$ cat src/hdl/ddri_regs.svh
// Constants of the registered double-data-rate module power-up controller.
// Function
// - Keep clock enable low through power-up with a stable clock before waiting.
// - With clock enable low, wait at least 200 us before the next step.
// - Raise clock enable and issue NOP or DESELECT before any other command.
// - Then issue PRECHARGE ALL closing every bank.
// - After first PRECHARGE ALL wait row precharge time, only NOP or DESELECT.
// - Load extended mode: DLL disable 0, drive strength chosen, higher bits 0.
// - After each mode load wait mode-register set time with only NOP/DESELECT.
// - Load mode register with operating parameters and DLL reset set.
// - Allow at least 200 clocks between DLL-reset load and first READ.
// - Then second PRECHARGE ALL and row precharge wait with only NOP/DESELECT.
// - Two AUTO REFRESH commands, each followed by refresh cycle time wait.
// - Optional mode load clearing DLL reset, same parameters, then set wait.
// - After buffer clear released, hold buffer data inputs low 22 ns.
// - After buffer clear asserted, keep buffer inputs valid for 22 ns.
// - Allow up to 100 ms for clock driver lock before relying on it.
`ifndef DDRI_REGS_SVH
`define DDRI_REGS_SVH

// Command codes as {chip select, row strobe, column strobe, write enable}, all low active.
`define DDRI_CMD_NOP      4'h7
`define DDRI_CMD_PRE      4'h2
`define DDRI_CMD_AREF     4'h1
`define DDRI_CMD_LMR      4'h0
`define DDRI_CMD_RESET    4'h0

// Bank select values and address bit positions.
`define DDRI_BA_MR        2'h0
`define DDRI_BA_EMR       2'h1
`define DDRI_ALL_BANKS_BIT 10
`define DDRI_DLL_RESET_BIT 8
`define DDRI_DRIVE_STRENGTH_BIT 1
`define DDRI_DLL_DISABLE_BIT 0

// Times in their printed units, and the clock period.
`define DDRI_CLK_PERIOD_PS 8000
`define DDRI_T_INIT_US     200
`define DDRI_T_PLL_MS      100
`define DDRI_T_ACT_NS      22
`define DDRI_T_INACT_NS    22
`define DDRI_T_RP_NS       20
`define DDRI_T_MRD_NS      15
`define DDRI_T_RFC_NS      75
`define DDRI_DLL_READ_CYC  200

`endif

$ cat src/hdl/ddri_pkg.sv
// Types shared by the power-up controller modules.
package ddri_pkg;

	// One-hot sequence states.
	typedef enum logic [19:0] {
		S_INACT = 20'h00001,
		S_BUFRST = 20'h00002,
		S_ACT   = 20'h00004,
		S_PWAIT = 20'h00008,
		S_CKE   = 20'h00010,
		S_PRE1  = 20'h00020,
		S_WRP1  = 20'h00040,
		S_EMR   = 20'h00080,
		S_WMR1  = 20'h00100,
		S_MR    = 20'h00200,
		S_WMR2  = 20'h00400,
		S_PRE2  = 20'h00800,
		S_WRP2  = 20'h01000,
		S_REF1  = 20'h02000,
		S_WRF1  = 20'h04000,
		S_REF2  = 20'h08000,
		S_WRF2  = 20'h10000,
		S_MRC   = 20'h20000,
		S_WMR3  = 20'h40000,
		S_READY = 20'h80000
	} ddri_state_e;

endpackage

$ cat src/hdl/ddri_tmr_if.sv
// Interval timer connection between the sequencer and its down counter.
`timescale 1ns/100ps
interface ddri_tmr_if #(parameter int CNT_W = 24);
	logic             load;
	logic [CNT_W-1:0] count;
	logic             lastCycle;

	modport ctrl (output load, output count, input lastCycle);
	modport tmr  (input load, input count, output lastCycle);
endinterface

$ cat src/hdl/ddri_wait_timer.sv
// Down counter that marks the last cycle of a loaded interval.
`timescale 1ns/100ps
module ddri_wait_timer (
	input  wire logic clock,
	input  wire logic rst_n,
	ddri_tmr_if.tmr   tmr
);
	logic [$bits(tmr.count)-1:0] cnt_reg;

	// An interval of N cycles is loaded as N-1; the last cycle shows zero.
	assign tmr.lastCycle = (cnt_reg == '0);

	// Load wins over counting; the count rests at zero.
	always_ff @(posedge clock or negedge rst_n) begin
		if (!rst_n) begin
			cnt_reg <= '0;
		end else if (tmr.load) begin
			cnt_reg <= tmr.count;
		end else if (cnt_reg != '0) begin
			cnt_reg <= cnt_reg - 1'b1;
		end
	end
endmodule

$ cat src/hdl/ddri_init_ctrl.sv
// Power-up initialisation sequencer driving a registered double-data-rate memory module.
`timescale 1ns/100ps
`include "ddri_regs.svh"
module ddri_init_ctrl #(
	parameter int ADDR_W        = 13,
	parameter int CNT_W         = 24,
	parameter int T_RP_NS       = `DDRI_T_RP_NS,
	parameter int T_MRD_NS      = `DDRI_T_MRD_NS,
	parameter int T_RFC_NS      = `DDRI_T_RFC_NS,
	parameter int INIT_WAIT_CYC = (`DDRI_T_INIT_US * 1000000 + `DDRI_CLK_PERIOD_PS - 1) / `DDRI_CLK_PERIOD_PS,
	parameter int PLL_LOCK_CYC  = (`DDRI_T_PLL_MS * 1000000 + `DDRI_CLK_PERIOD_PS / 1000 - 1) / (`DDRI_CLK_PERIOD_PS / 1000)
) (
	input  wire logic              clock,
	input  wire logic              rst_n,
	input  wire logic [ADDR_W-1:0] modeParams,
	input  wire logic              driveReduced,
	input  wire logic              clearDllReset,
	input  wire logic              shutdownReq,
	output logic                   initDone,
	output logic                   readAllowed,
	output logic                   bufClearN,
	output logic                   cke,
	output logic                   csN,
	output logic                   rasN,
	output logic                   casN,
	output logic                   weN,
	output logic [1:0]             ba,
	output logic [ADDR_W-1:0]      addr
);
	////////////////////////////////////////////////////////////////////////////////
	// Cycle counts, every minimum rounded up to whole clocks.
	localparam int PER_PS    = `DDRI_CLK_PERIOD_PS;
	localparam int ACT_CYC   = (`DDRI_T_ACT_NS * 1000 + PER_PS - 1) / PER_PS;
	localparam int INACT_CYC = (`DDRI_T_INACT_NS * 1000 + PER_PS - 1) / PER_PS;
	localparam int RP_CYC    = (T_RP_NS * 1000 + PER_PS - 1) / PER_PS;
	localparam int MRD_CYC   = (T_MRD_NS * 1000 + PER_PS - 1) / PER_PS;
	localparam int RFC_CYC   = (T_RFC_NS * 1000 + PER_PS - 1) / PER_PS;
	localparam int DLL_CYC   = `DDRI_DLL_READ_CYC;

	// The interval timer needs two cycles per command gap and must hold the longest wait.
	initial begin
		if (ADDR_W <= `DDRI_ALL_BANKS_BIT || RP_CYC < 2 || MRD_CYC < 2 || RFC_CYC < 2 ||
		    ACT_CYC < 1 || INIT_WAIT_CYC < 1 || PLL_LOCK_CYC < 1 ||
		    longint'(PLL_LOCK_CYC) >= (longint'(1) << CNT_W) ||
		    longint'(INIT_WAIT_CYC) >= (longint'(1) << CNT_W)) begin
			$error("ddri_init_ctrl: parameters out of range");
		end
	end

	function automatic logic [CNT_W-1:0] cyc(input int n);
		cyc = CNT_W'(n - 1);
	endfunction

	////////////////////////////////////////////////////////////////////////////////
	// Sequencer.
	ddri_pkg::ddri_state_e state_reg;
	ddri_pkg::ddri_state_e state_next;
	ddri_tmr_if #(.CNT_W(CNT_W)) tmrBus ();
	logic                          tick;

	ddri_wait_timer u_timer (
		.clock (clock),
		.rst_n (rst_n),
		.tmr   (tmrBus.tmr)
	);

	assign tick = tmrBus.lastCycle;

	// Next state; each wait leaves on the timer's last cycle.
	always_comb begin
		state_next = state_reg;
		unique case (state_reg)
			ddri_pkg::S_INACT: if (tick) state_next = ddri_pkg::S_BUFRST;
			ddri_pkg::S_BUFRST: if (tick) state_next = ddri_pkg::S_ACT;
			ddri_pkg::S_ACT:   if (tick) state_next = ddri_pkg::S_PWAIT;
			ddri_pkg::S_PWAIT: if (tick) state_next = ddri_pkg::S_CKE;
			ddri_pkg::S_CKE:   state_next = ddri_pkg::S_PRE1;
			ddri_pkg::S_PRE1:  state_next = ddri_pkg::S_WRP1;
			ddri_pkg::S_WRP1:  if (tick) state_next = ddri_pkg::S_EMR;
			ddri_pkg::S_EMR:   state_next = ddri_pkg::S_WMR1;
			ddri_pkg::S_WMR1:  if (tick) state_next = ddri_pkg::S_MR;
			ddri_pkg::S_MR:    state_next = ddri_pkg::S_WMR2;
			ddri_pkg::S_WMR2:  if (tick) state_next = ddri_pkg::S_PRE2;
			ddri_pkg::S_PRE2:  state_next = ddri_pkg::S_WRP2;
			ddri_pkg::S_WRP2:  if (tick) state_next = ddri_pkg::S_REF1;
			ddri_pkg::S_REF1:  state_next = ddri_pkg::S_WRF1;
			ddri_pkg::S_WRF1:  if (tick) state_next = ddri_pkg::S_REF2;
			ddri_pkg::S_REF2:  state_next = ddri_pkg::S_WRF2;
			ddri_pkg::S_WRF2: begin
				if (tick) state_next = clearDllReset ? ddri_pkg::S_MRC : ddri_pkg::S_READY;
			end
			ddri_pkg::S_MRC:   state_next = ddri_pkg::S_WMR3;
			ddri_pkg::S_WMR3:  if (tick) state_next = ddri_pkg::S_READY;
			ddri_pkg::S_READY: if (shutdownReq) state_next = ddri_pkg::S_INACT;
			default:           state_next = ddri_pkg::S_INACT;
		endcase
	end

	// Timer reload on entry to a timed state or a command that opens a gap.
	// A wait state entered after its command keeps running the command's count, so the gap is not cut short.
	logic enter;
	logic waitNext;
	assign enter = (state_next != state_reg);
	assign waitNext = (state_next == ddri_pkg::S_WRP1 || state_next == ddri_pkg::S_WMR1 ||
	                   state_next == ddri_pkg::S_WMR2 || state_next == ddri_pkg::S_WRP2 ||
	                   state_next == ddri_pkg::S_WRF1 || state_next == ddri_pkg::S_WRF2 ||
	                   state_next == ddri_pkg::S_WMR3);
	assign tmrBus.load = enter && !waitNext;
	assign tmrBus.count =
		(state_next == ddri_pkg::S_INACT)  ? cyc(INACT_CYC) :
		(state_next == ddri_pkg::S_BUFRST) ? cyc(PLL_LOCK_CYC) :
		(state_next == ddri_pkg::S_ACT)    ? cyc(ACT_CYC) :
		(state_next == ddri_pkg::S_PWAIT)  ? cyc(INIT_WAIT_CYC) :
		(state_next == ddri_pkg::S_PRE1 || state_next == ddri_pkg::S_PRE2) ? cyc(RP_CYC) :
		(state_next == ddri_pkg::S_REF1 || state_next == ddri_pkg::S_REF2) ? cyc(RFC_CYC) :
		(state_next == ddri_pkg::S_EMR || state_next == ddri_pkg::S_MR ||
		 state_next == ddri_pkg::S_MRC)    ? cyc(MRD_CYC) : '0;

	// State register; reset starts with the buffer clear held and inputs valid.
	always_ff @(posedge clock or negedge rst_n) begin
		if (!rst_n) begin
			state_reg <= ddri_pkg::S_INACT;
		end else begin
			state_reg <= state_next;
		end
	end

	////////////////////////////////////////////////////////////////////////////////
	// Pin values for the coming state, registered so pins track the state.
	logic [3:0]        cmd_next;
	logic [1:0]        ba_next;
	logic [ADDR_W-1:0] addr_next;
	logic              cke_next;
	logic              clr_next;
	logic [ADDR_W-1:0] emrWord;
	logic [ADDR_W-1:0] mrBase;

	// Extended mode word: DLL enabled, chosen drive, higher bits zero.
	assign emrWord = ADDR_W'({driveReduced, 1'b0});
	assign mrBase  = modeParams & ~(ADDR_W'(1) << `DDRI_DLL_RESET_BIT);

	// Buffer inputs low while its clear is released; clock enable low until the wait ends.
	assign clr_next = !(state_next == ddri_pkg::S_INACT || state_next == ddri_pkg::S_BUFRST);
	assign cke_next = !(state_next == ddri_pkg::S_INACT || state_next == ddri_pkg::S_BUFRST ||
	                    state_next == ddri_pkg::S_ACT || state_next == ddri_pkg::S_PWAIT);
	assign cmd_next =
		(state_next == ddri_pkg::S_ACT || state_next == ddri_pkg::S_BUFRST) ? `DDRI_CMD_RESET :
		(state_next == ddri_pkg::S_PRE1 || state_next == ddri_pkg::S_PRE2) ? `DDRI_CMD_PRE :
		(state_next == ddri_pkg::S_REF1 || state_next == ddri_pkg::S_REF2) ? `DDRI_CMD_AREF :
		(state_next == ddri_pkg::S_EMR || state_next == ddri_pkg::S_MR ||
		 state_next == ddri_pkg::S_MRC) ? `DDRI_CMD_LMR : `DDRI_CMD_NOP;
	assign ba_next = (state_next == ddri_pkg::S_EMR) ? `DDRI_BA_EMR : `DDRI_BA_MR;
	assign addr_next =
		(state_next == ddri_pkg::S_PRE1 || state_next == ddri_pkg::S_PRE2) ?
			(ADDR_W'(1) << `DDRI_ALL_BANKS_BIT) :
		(state_next == ddri_pkg::S_EMR) ? emrWord :
		(state_next == ddri_pkg::S_MR)  ? (mrBase | (ADDR_W'(1) << `DDRI_DLL_RESET_BIT)) :
		(state_next == ddri_pkg::S_MRC) ? mrBase : '0;

	// Output pin flops.
	always_ff @(posedge clock or negedge rst_n) begin
		if (!rst_n) begin
			{csN, rasN, casN, weN} <= `DDRI_CMD_NOP;
			ba        <= '0;
			addr      <= '0;
			cke       <= 1'b0;
			bufClearN <= 1'b0;
		end else begin
			{csN, rasN, casN, weN} <= cmd_next;
			ba        <= ba_next;
			addr      <= addr_next;
			cke       <= cke_next;
			bufClearN <= clr_next;
		end
	end

	////////////////////////////////////////////////////////////////////////////////
	// Completion and DLL-reset to READ spacing.
	logic [7:0] dllCnt_reg;

	// Counts cycles since the DLL-reset load, saturating.
	always_ff @(posedge clock or negedge rst_n) begin
		if (!rst_n) begin
			dllCnt_reg  <= '0;
			initDone    <= 1'b0;
			readAllowed <= 1'b0;
		end else begin
			if (state_reg == ddri_pkg::S_MR) begin
				dllCnt_reg <= 8'h01;
			end else if (dllCnt_reg < 8'(DLL_CYC)) begin
				dllCnt_reg <= dllCnt_reg + 8'h01;
			end
			initDone    <= (state_next == ddri_pkg::S_READY);
			readAllowed <= (state_next == ddri_pkg::S_READY) && (dllCnt_reg >= 8'(DLL_CYC - 1));
		end
	end

	////////////////////////////////////////////////////////////////////////////////
	// Checks on the pins, with helper history of issued commands.
	logic [3:0]  pinCmd;
	logic        issue;
	logic [3:0]  lastCmd_reg;
	logic [15:0] gap_reg;
	logic [23:0] lowRun_reg;
	logic        mrSeen_reg;

	assign pinCmd = {csN, rasN, casN, weN};
	assign issue  = cke && bufClearN && (pinCmd != `DDRI_CMD_NOP) && !csN;

	// Gap since the last command, clock-enable-low run length, DLL-reset load seen.
	always_ff @(posedge clock or negedge rst_n) begin
		if (!rst_n) begin
			lastCmd_reg <= `DDRI_CMD_NOP;
			gap_reg     <= '0;
			lowRun_reg  <= '0;
			mrSeen_reg  <= 1'b0;
		end else begin
			lastCmd_reg <= issue ? pinCmd : lastCmd_reg;
			gap_reg     <= issue ? 16'h0001 : (gap_reg == 16'hffff ? gap_reg : gap_reg + 16'h0001);
			lowRun_reg  <= (cke || !bufClearN) ? '0 : lowRun_reg + 24'h000001;
			mrSeen_reg  <= bufClearN && (mrSeen_reg || (issue && pinCmd == `DDRI_CMD_LMR &&
			                              ba == `DDRI_BA_MR && addr[`DDRI_DLL_RESET_BIT]));
		end
	end
endmodule

$ cat config.mk
export PLATFORM = sky130hd
export DESIGN_NAME = ddri_init_ctrl
export DESIGN_NICKNAME = d
export VERILOG_FILES = /design/src/hdl/ddri_pkg.sv /design/src/hdl/ddri_tmr_if.sv /design/src/hdl/ddri_wait_timer.sv /design/src/hdl/ddri_init_ctrl.sv
export VERILOG_INCLUDE_DIRS = /design/src /design/src/hdl
export SDC_FILE = /design/constraint.sdc
export NUM_CORES = 1
export LEC_CHECK = 0
export ABC_AREA = 0
export BUFFER_PORTS_ARGS = -buffer_cell sky130_fd_sc_hd__buf_2
export CORE_MARGIN = 2
export CORE_UTILIZATION = 45
export CTS_CLUSTER_DIAMETER = 100
export CTS_CLUSTER_SIZE = 16
export DETAILED_ROUTE_END_ITERATION = 8
export GPL_TIMING_DRIVEN = 1
export PLACE_DENSITY = 0.65
export SLEW_MARGIN = 20
export SYNTH_ARGS = -nofsm -noshare
export SYNTH_HDL_FRONTEND = slang
export SYNTH_SLANG_ARGS = --single-unit
$ cat constraint.sdc
create_clock -name clock -period 4.25 [get_ports clock]
set_input_delay 0.425 -clock clock [delete_from_list [all_inputs] [get_ports clock]]
set_output_delay 0.425 -clock clock [all_outputs]
set_load 0.01 [all_outputs]
After elaboration in Yosys (flattened, before gate mapping) --
Cells that the tools add are included.
Cells by class: reductions and logical operators 23, shift-type cells 0, $add $sub $neg 2, order comparisons 2, multipliers 0, div/mod/pow operators 0, bitwise operators 0, mux-type cells 34, eq/ne operators 40
Operator list (number):
- $pmux W20 S20 | 1
- $mux W20 | 13
- $mux W24 | 4
- $mux W13 | 4
- $eq A20 B1 Y1 const B | 2
- $eq A20 B10 Y1 const B | 2
- $eq A20 B11 Y1 const B | 2
- $eq A20 B12 Y1 const B | 2
- $eq A20 B13 Y1 const B | 2
- $eq A20 B14 Y1 const B | 2
- $eq A20 B15 Y1 const B | 2
- $eq A20 B16 Y1 const B | 2
- $eq A20 B17 Y1 const B | 2
- $eq A20 B18 Y1 const B | 2
- $eq A20 B19 Y1 const B | 2
- $eq A20 B2 Y1 const B | 2
- $eq A20 B20 Y1 const B | 2
- $eq A20 B3 Y1 const B | 2
- $eq A20 B4 Y1 const B | 2
- $eq A20 B6 Y1 const B | 2
- $eq A20 B7 Y1 const B | 2
- $eq A20 B8 Y1 const B | 2
- $eq A20 B9 Y1 const B | 2
- $mux W15 | 2
- 16 further kinds | 39
Storage, ports and cells: register bits after elaboration 73, logic and storage cells 113, output and inout bits 23, memories kept 0, bits of input ports 18, ROM bits 0, latch bits 0, memory bits (writable) 0

Longest topological paths before layout --
Gate-level depths: netlist of the first run.
depth in word-level cells 14, depth in mapped cells 12, mapped depth without buffers 9

Modules after synthesis --
Synthesis of the first run repeated with hierarchy kept, for this count alone.
Second synthesis, totals: cell total of the unflattened synthesis 396, area, all modules 4011.3 µm²
By module, submodules not included:
- ddri_init_ctrl | instances 1, seq. area each 1231.2 µm², cells each 249, area each 2560.0 µm²
- ddri_wait_timer | instances 1, seq. area each 600.6 µm², cells each 147, area each 1451.4 µm²

Worst setup path before layout of the first run --
No wires, ideal clock.
path kind register to register, start register u_timer.cnt_reg[0], end register u_timer.cnt_reg[1], setup slack 1274 ps, clock period less this slack 2976 ps, stages on the path, launching flop included 11, required time 4121 ps, setup time 129 ps, path buffers 2, arrival time 2847 ps, cell sequence dfrtp_1 inv_1 ha_1 or4b_1 or2_2 clkbuf_1 or3_4 buf_2 o21ai_0 a21oi_2 o41a_1
On the way: cells in the longest elaborated chain, start to end 13, elaborated cells on any way between the ends 46, those cells by class add/sub (1); eq/ne (14); mux (19); reduce/logical (12)
Ends and longest elaborated chain:
- from (decl) | RTL line ddri_wait_timer.sv:8 | logic [$bits(tmr.count)-1:0] cnt_reg;
- from (signal assigned) | RTL line ddri_wait_timer.sv:18 | cnt_reg <= tmr.count;
- from (signal assigned) | RTL line ddri_wait_timer.sv:20 | cnt_reg <= cnt_reg - 1'b1;
- $logic_not A24 Y1 (*) | RTL line ddri_wait_timer.sv:11 | assign tmr.lastCycle = (cnt_reg == '0);
- $mux W20, or another cell as far along | RTL line ddri_init_ctrl.sv:93 | ddri_pkg::S_WMR3: if (tick) state_next = ddri_pkg::S_READY;
- $pmux W20 S20 (*) | RTL line ddri_init_ctrl.sv:72 | unique case (state_reg)
- via state_next[3] | RTL line ddri_init_ctrl.sv:57 | ddri_pkg::ddri_state_e state_next;
- branches (longest 10 deep; another with $mux W24)
Mark *: on every way through the listed nets, which the timed path passes. The select of a mux whose other input is x is not followed. A chain may end at the register's enable or synchronous reset.

Worst setup path after layout of the first run --
start register state_reg[6], end register u_timer.cnt_reg[2]
On the way: cells in the longest elaborated chain, start to end 12, elaborated cells on any way between the ends 63, those cells by class eq/ne (34); mux (19); reduce/logical (10)
Ends and longest elaborated chain:
- from (decl) | RTL line ddri_init_ctrl.sv:56 | ddri_pkg::ddri_state_e state_reg;
- from (signal assigned) | RTL line ddri_init_ctrl.sv:122 | state_reg <= ddri_pkg::S_INACT;
- from (signal assigned) | RTL line ddri_init_ctrl.sv:124 | state_reg <= state_next;
- branches (longest 12 deep; another with $mux W24)
Parallel ways; which one is timed is not known.

==> qor.csv, run 1 <==
stage;metric;value;unit
timing;relative slew slack;31.44;%
timing;worst slew pin tran;1012;ps
job;Max Cap Viol;0;
die;Die Ht;93.46;microns
global_route;GR peak layer;met2;
placed_design;dpl ws;900.9;ps
route;Post-Route WL;7799;microns
timing;Tcrit/Tclk final;79.53;%
timing;max-slew violations;0;
global_route;total grt overflow;0;
critical_path;WS Path Type;flip-flop to flip-flop;
route;average wire per standard cell;15.32;microns
synthesis;top-count cell post-synth;dfrtp_1;
pwr;pwr dens;320.3;nW/um^2
synthesis;post-synthesis simple-gate area fraction;27.17;%
finish;multi-input combinational cell area;1693;sq um
finish;max FFs per register;24;
synthesis;most frequent cells after synthesis;dfrtp_1, nor2_1, nand2_1;
critical_path;crit path cell chain;nor4_1 -> nand4_1 -> a31oi_1 -> nor4_2 -> o211ai_2 -> nand2_1 -> o21ai_0;
finish;ant diodes;0;
synthesis;Post-synth EDFFs;0;
synthesis;#FFs+latches synth;73;
pwr;worst vdd ir;0.0001865;V
global_route;met1 usage;27.19;%
cts;htree depth;3;
timing;Hold WS;191.3;ps
pwr;P_leak;1.761;nW
route;via count;2869;
critical_path;Crit path max-delay family;simple AND/OR/NAND/NOR gates;
cts;# hold bufs at CTS;0;
timing;TNS Setup;0;ps
synthesis;area leader, netlist;dfrtp_1;
synthesis;Post-Syn Area;3601;sq um
global_route;largest net degree at the start of global routing;74;
placed_design;hpwl dp;5224;microns
route;number of DRC markers in iteration 0;211;
global_route;initial antenna violation count;0;
die;# IOs;41;
critical_path;number of buffers and inverters on the critical path;0;
synthesis;largest family of logic cells by synthesized area;simple AND/OR/NAND/NOR gates;
critical_path;slowest stage cell, crit path;o211ai_2;
synthesis;async set-reset flop share out of synthesis;100.0;%
synthesis;top cell type's share of synthesized area;47.95;%
die;Die W;93.46;microns
synthesis;Synth Area per Inst;10.03;sq um
die;Starting Density;46.60;%
die;row count;32;
critical_path;maximum fanout along the worst path;19;
finish;FF+latch area;1832;sq um
min_path;Hold Crit Class;primary input to asynchronous set/reset pin;
critical_path;Worst setup EP type;flip-flop;
route;antenna viol nets, final;0;
route;TritonRoute pass-1 iters;4;
timing;Layout Skew;9.727;ps
cts;Clock Tree Root;clkbuf_8;
finish;# fillers;700;
cts;Worst-path clk slew;80;ps
finish;Core Util, Final;53.24;%
route;routed vias/inst;5.637;
die;Die ar.;8734;sq um
synthesis;post-synthesis sequential area ratio;50.87;%
synthesis;Ys Warns;0;
global_route;first-pass GRT wire length;13380;microns
critical_path;CP Launch Type;flip-flop;
timing;Final Setup Violations;0;
finish;nets@finish;422;
timing;Max Clock Freq;295.8;MHz
timing;Worst Slack Setup Final;869.9;ps
die;core outline area;7727;sq um
critical_path;CP required;4500;ps
timing;unrepaired setup endpoints after global routing;no;
finish;Syn-to-layout area delta;14.25;%
critical_path;delay of the slowest critical-path stage;740;ps
global_route;vias in the first global route;2759;
global_route;GRT Overall Usage;19.58;%
cts;Post-CTS Setup Bufs;0;
placed_design;area of placed instances;3896;sq um
placed_design;# port buffers;37;
cts;total clock sinks;73;
synthesis;post-synthesis compound-gate area fraction;11.33;%
cts;cts bufs inserted;9;
global_route;met2 Resource Use GR;29.80;%
synthesis;Gate Count Post-Synth;359;
timing;minimum clock period;3380;ps
cts;Clock Latency Late Sink;340;ps
cts;Clock Path Buffers;2;
synthesis;post-synthesis xor/xnor area fraction;7.054;%
synthesis;Synth Area in Adders;0.6949;%
critical_path;CP arrival;3630;ps
cts;TritonCTS clock tree;built;
synthesis;Primary FF master, synth;dfrtp_1;
cts;CTS resizes;0;
timing;final hold vios;0;
run_status;status;finished, final reports clean;
synthesis;synth top area cells;dfrtp_1, nor2_1, xnor2_1, nor4_1, xor2_1;
placed_design;routability cong.;0.8173;
synthesis;multiplexer share of the synthesized area;0.5559;%
finish;fin area;4114;sq um
global_route;met3 Use GR;4.351;%
route;DRC violations left;0;
finish;share of layout cells above drive strength 1;18.67;%
synthesis;Yosys cell types;58;
[power breakdown]
part / leakage (nW) / internal (mW) / switching [mW]
clock: 0.107 / 0.333 / 0.270
sequential: 0.898 / 0.694 / 0
combinational: 0.756 / 0.00536 / 0.0154
total: 1.76 / 1.03 / 0.285
[metal layers]
layer / part of all wire [%] / vias up
met5: 0 / -
met4: 1.3 / 0
met3: 5.8 / 11
met2: 46 / 86
met1: 47 / 1390
li1: - / 1382
[placed cells by master (no fill, tap or decap), types with 10 or more instances in the layout]
| cell type | Yosys | layout |
|---|---|---|
| a21oi_1 | 17 | 17 |
| and2_1 | 11 | 11 |
| buf_2 | 1 | 36 |
| dfrtp_1 | 69 | 69 |
| nand2_1 | 28 | 28 |
| nor2_1 | 47 | 47 |
| nor3_1 | 10 | 10 |
| nor4_1 | 20 | 20 |
| o21ai_0 | 16 | 16 |
| xnor2_1 | 16 | 16 |
| xor2_1 | 13 | 13 |
[worst paths after layout]
path	slack (ps)	cells after the start	endpoint	startpoint
max in group asynchronous	3450	1	state_reg[7]	rst_n
worst max register to register	870	7	u_timer.cnt_reg[2]	state_reg[6]
worst max-delay path	870	7	u_timer.cnt_reg[2]	state_reg[6]
worst min-delay path	190	1	dllCnt_reg[1]	rst_n
worst min register to register	540	2	dllCnt_reg[7]	dllCnt_reg[7]
min in group clock	280	3	addr[10]	modeParams[10]
[metrics by stage]
step           instances  power [mW]
2_1_floorplan        360      0.7102
3_3_place_gp         493      0.7295
3_5_place_dp         493      0.7298
4_1_cts              509       1.330
5_1_grt              509       1.369
6_report             509       1.318
[cell families after synthesis]
group | Yosys count
mux | 2
compound gates | 59
buf+inv | 16
other cells | 1
simple gates | 177
fa+ha+maj | 2
xor+xnor | 29
flops | 73
[final cells by class]
type	instances	area share (%)
Clock buffer	10	3.102
Clock inverter	6	2.190
Inverter	5	0.4562
Multi-Input combinational cell	271	41.15
Sequential cell	73	44.53
Tap cell	102	3.102
Timing Repair Buffer	42	5.474
(Power assumes the default switching activity.)
==> run 2, diff against run 1 <==
- PLACE_DENSITY: 0.65 -> 0.67
- clock period: 4.25 -> 3 ns (I/O delays scaled with it)
==> run 2 against run 1 <==
Compared with the run above: the flow now finishes with violations (negative setup slack); combinational power is 40% higher; via count rose by 2.2%; fmax up 12%; non-clock buffer count increased by 29; first-iteration DRC count fell by 3.3%; utilization is 3.1 points higher; design area grew 5.8%; die area unchanged; critical path depth grew 1; total power increased by 36%; clock skew rose by 0.71 ps; critical endpoint is now u_timer.cnt_reg[0]; highest routed layer unchanged.
==> qor.csv, run 2 (synthesis results as in run 1) <==
stage;metric;value;unit
run_status;status;finished, violations left;
run_status;violated checks;negative setup slack;
placed_design;hpwl dp;5536;microns
finish;share of layout cells above drive strength 1;25.00;%
die;Starting Density;46.60;%
global_route;initial antenna violation count;0;
finish;Syn-to-layout area delta;20.88;%
global_route;total grt overflow;0;
timing;max-slew violations;0;
timing;minimum clock period;3005;ps
global_route;vias in the first global route;2916;
finish;fin area;4353;sq um
critical_path;Worst setup EP type;flip-flop;
timing;Final Setup Violations;1;
cts;cts bufs inserted;9;
pwr;worst vdd ir;0.0002949;V
critical_path;maximum fanout along the worst path;5;
critical_path;CP arrival;3280;ps
finish;multi-input combinational cell area;1737;sq um
placed_design;# port buffers;37;
min_path;Hold Crit Class;primary input to asynchronous set/reset pin;
global_route;GRT Overall Usage;19.65;%
timing;unrepaired setup endpoints after global routing;yes;
die;core outline area;7727;sq um
timing;relative slew slack;40.81;%
route;antenna viol nets, final;0;
critical_path;WS Path Type;flip-flop to flip-flop;
timing;Tcrit/Tclk final;100.2;%
critical_path;CP Launch Type;flip-flop;
die;Die Ht;93.46;microns
pwr;pwr dens;410.8;nW/um^2
finish;nets@finish;451;
critical_path;r2r setup slk;-5;ps
finish;final std cells w/o fill;538;
critical_path;reg2reg path depth;8;
placed_design;area of placed instances;4076;sq um
route;Post-Route WL;7953;microns
global_route;first-pass GRT wire length;13510;microns
finish;max FFs per register;24;
route;routed vias/inst;5.450;
cts;Clock Latency Late Sink;350;ps
pwr;Tot Pwr;1.788;mW
route;average wire per standard cell;14.78;microns
timing;Max Clock Freq;332.8;MHz
placed_design;routability cong.;0.8736;
cts;Clock Tree Root;clkbuf_8;
die;row count;32;
die;# IOs;41;
placed_design;Inst Count DP;517;
critical_path;r2r endpoint;u_timer.cnt_reg[0];
finish;most common cell after layout, fill and taps aside;dfrtp_1;
placed_design;dpl ws;10.63;ps
critical_path;R2R Path Start;u_timer.cnt_reg[10];
cts;TritonCTS clock tree;built;
timing;Worst Slack Setup Final;-4.753;ps
cts;# hold bufs at CTS;0;
cts;total clock sinks;73;
cts;Worst-path clk slew;80;ps
finish;# fillers;694;
global_route;largest net degree at the start of global routing;74;
route;TritonRoute pass-1 iters;4;
timing;Layout Skew;10.44;ps
route;number of DRC markers in iteration 0;204;
die;Die ar.;8734;sq um
job;Max Cap Viol;0;
pwr;P_leak;1.932;nW
finish;most frequent cells in the layout;dfrtp_1, nor2_1, buf_2, buf_4, nand2_1;
route;via count;2932;
critical_path;CP required;3280;ps
cts;htree depth;3;
timing;TNS Setup;-4.753;ps
die;Die W;93.46;microns
cts;Clock Path Buffers;2;
finish;ant diodes;0;
timing;final hold vios;0;
route;DRC violations left;0;
finish;FF+latch area;1832;sq um
timing;worst slew pin tran;887.9;ps
[run 2: cell types whose count changed in the layout (fill, tap and decap cells not counted), sizes merged]
cell and delta:
bufinv -1, clkinvlp +1, buf +29
[run 2: how the worst max path moves through the flow]
stage	startpoint	end	slack (ps)
floorplan	u_timer.cnt_reg[0]	u_timer.cnt_reg[1]	20
global placement	u_timer.cnt_reg[0]	u_timer.cnt_reg[0]	80
detailed placement	u_timer.cnt_reg[0]	u_timer.cnt_reg[1]	10
CTS	u_timer.cnt_reg[11]	u_timer.cnt_reg[0]	1
global route	u_timer.cnt_reg[11]	u_timer.cnt_reg[0]	-110
finish	u_timer.cnt_reg[10]	u_timer.cnt_reg[0]	-5
[run 2: power breakdown]
group          switching (mW)  internal (mW)  total [mW]
sequential                  0          0.983       0.983
clock                   0.388          0.387       0.776
combinational          0.0216        0.00760      0.0292
[run 2: worst max-delay path: stages (launching register included)]
cell and delay [ps]:
dfrtp_1 430, or4_4 530, or4_4 490, or4_4 570, a2111oi_4 350, buf_4 190, a21oi_2 40, or3b_1 200
o31a_1 140
[run 2: cell type report]
class                      count  area share, %
clock buffer                  10          2.932
clock inverter                 6          1.552
inverter                       5         0.4312
multi-input combinational    271          39.90
sequential                    73          42.08
tap                          102          2.932
timing repair buffer          71          10.18
[run 2: per-layer routing]
layer  track usage (%)  vias to the layer above  routed length, microns
met2             29.98                       62                    3656
met5                 0                        -                       0
met1             27.58                     1423                    3833
met4             7.966                        0                     125
li1                  -                     1437                       -
met3             3.868                       10                     337
[run 2: timing repair]
| item | 4_1_cts | 5_1_grt |
|---|---|---|
| pin swaps | 1 | 1 |
| buffers inserted | 2 | 3 |
| hold endpoints to repair | 0 | 0 |
| setup endpoints to repair | 2 | 17 |
| resized for setup | 2 | 6 |
[run 2: metrics by stage]
stage | hold WS [ps] | utilization (%)
floorplan | 4.409 | -
global placement | 488.5 | 52.75
detailed placement | 487.1 | 52.75
CTS | 103.2 | 55.63
global route | 139.8 | 56.33
finish | 74.42 | 56.33
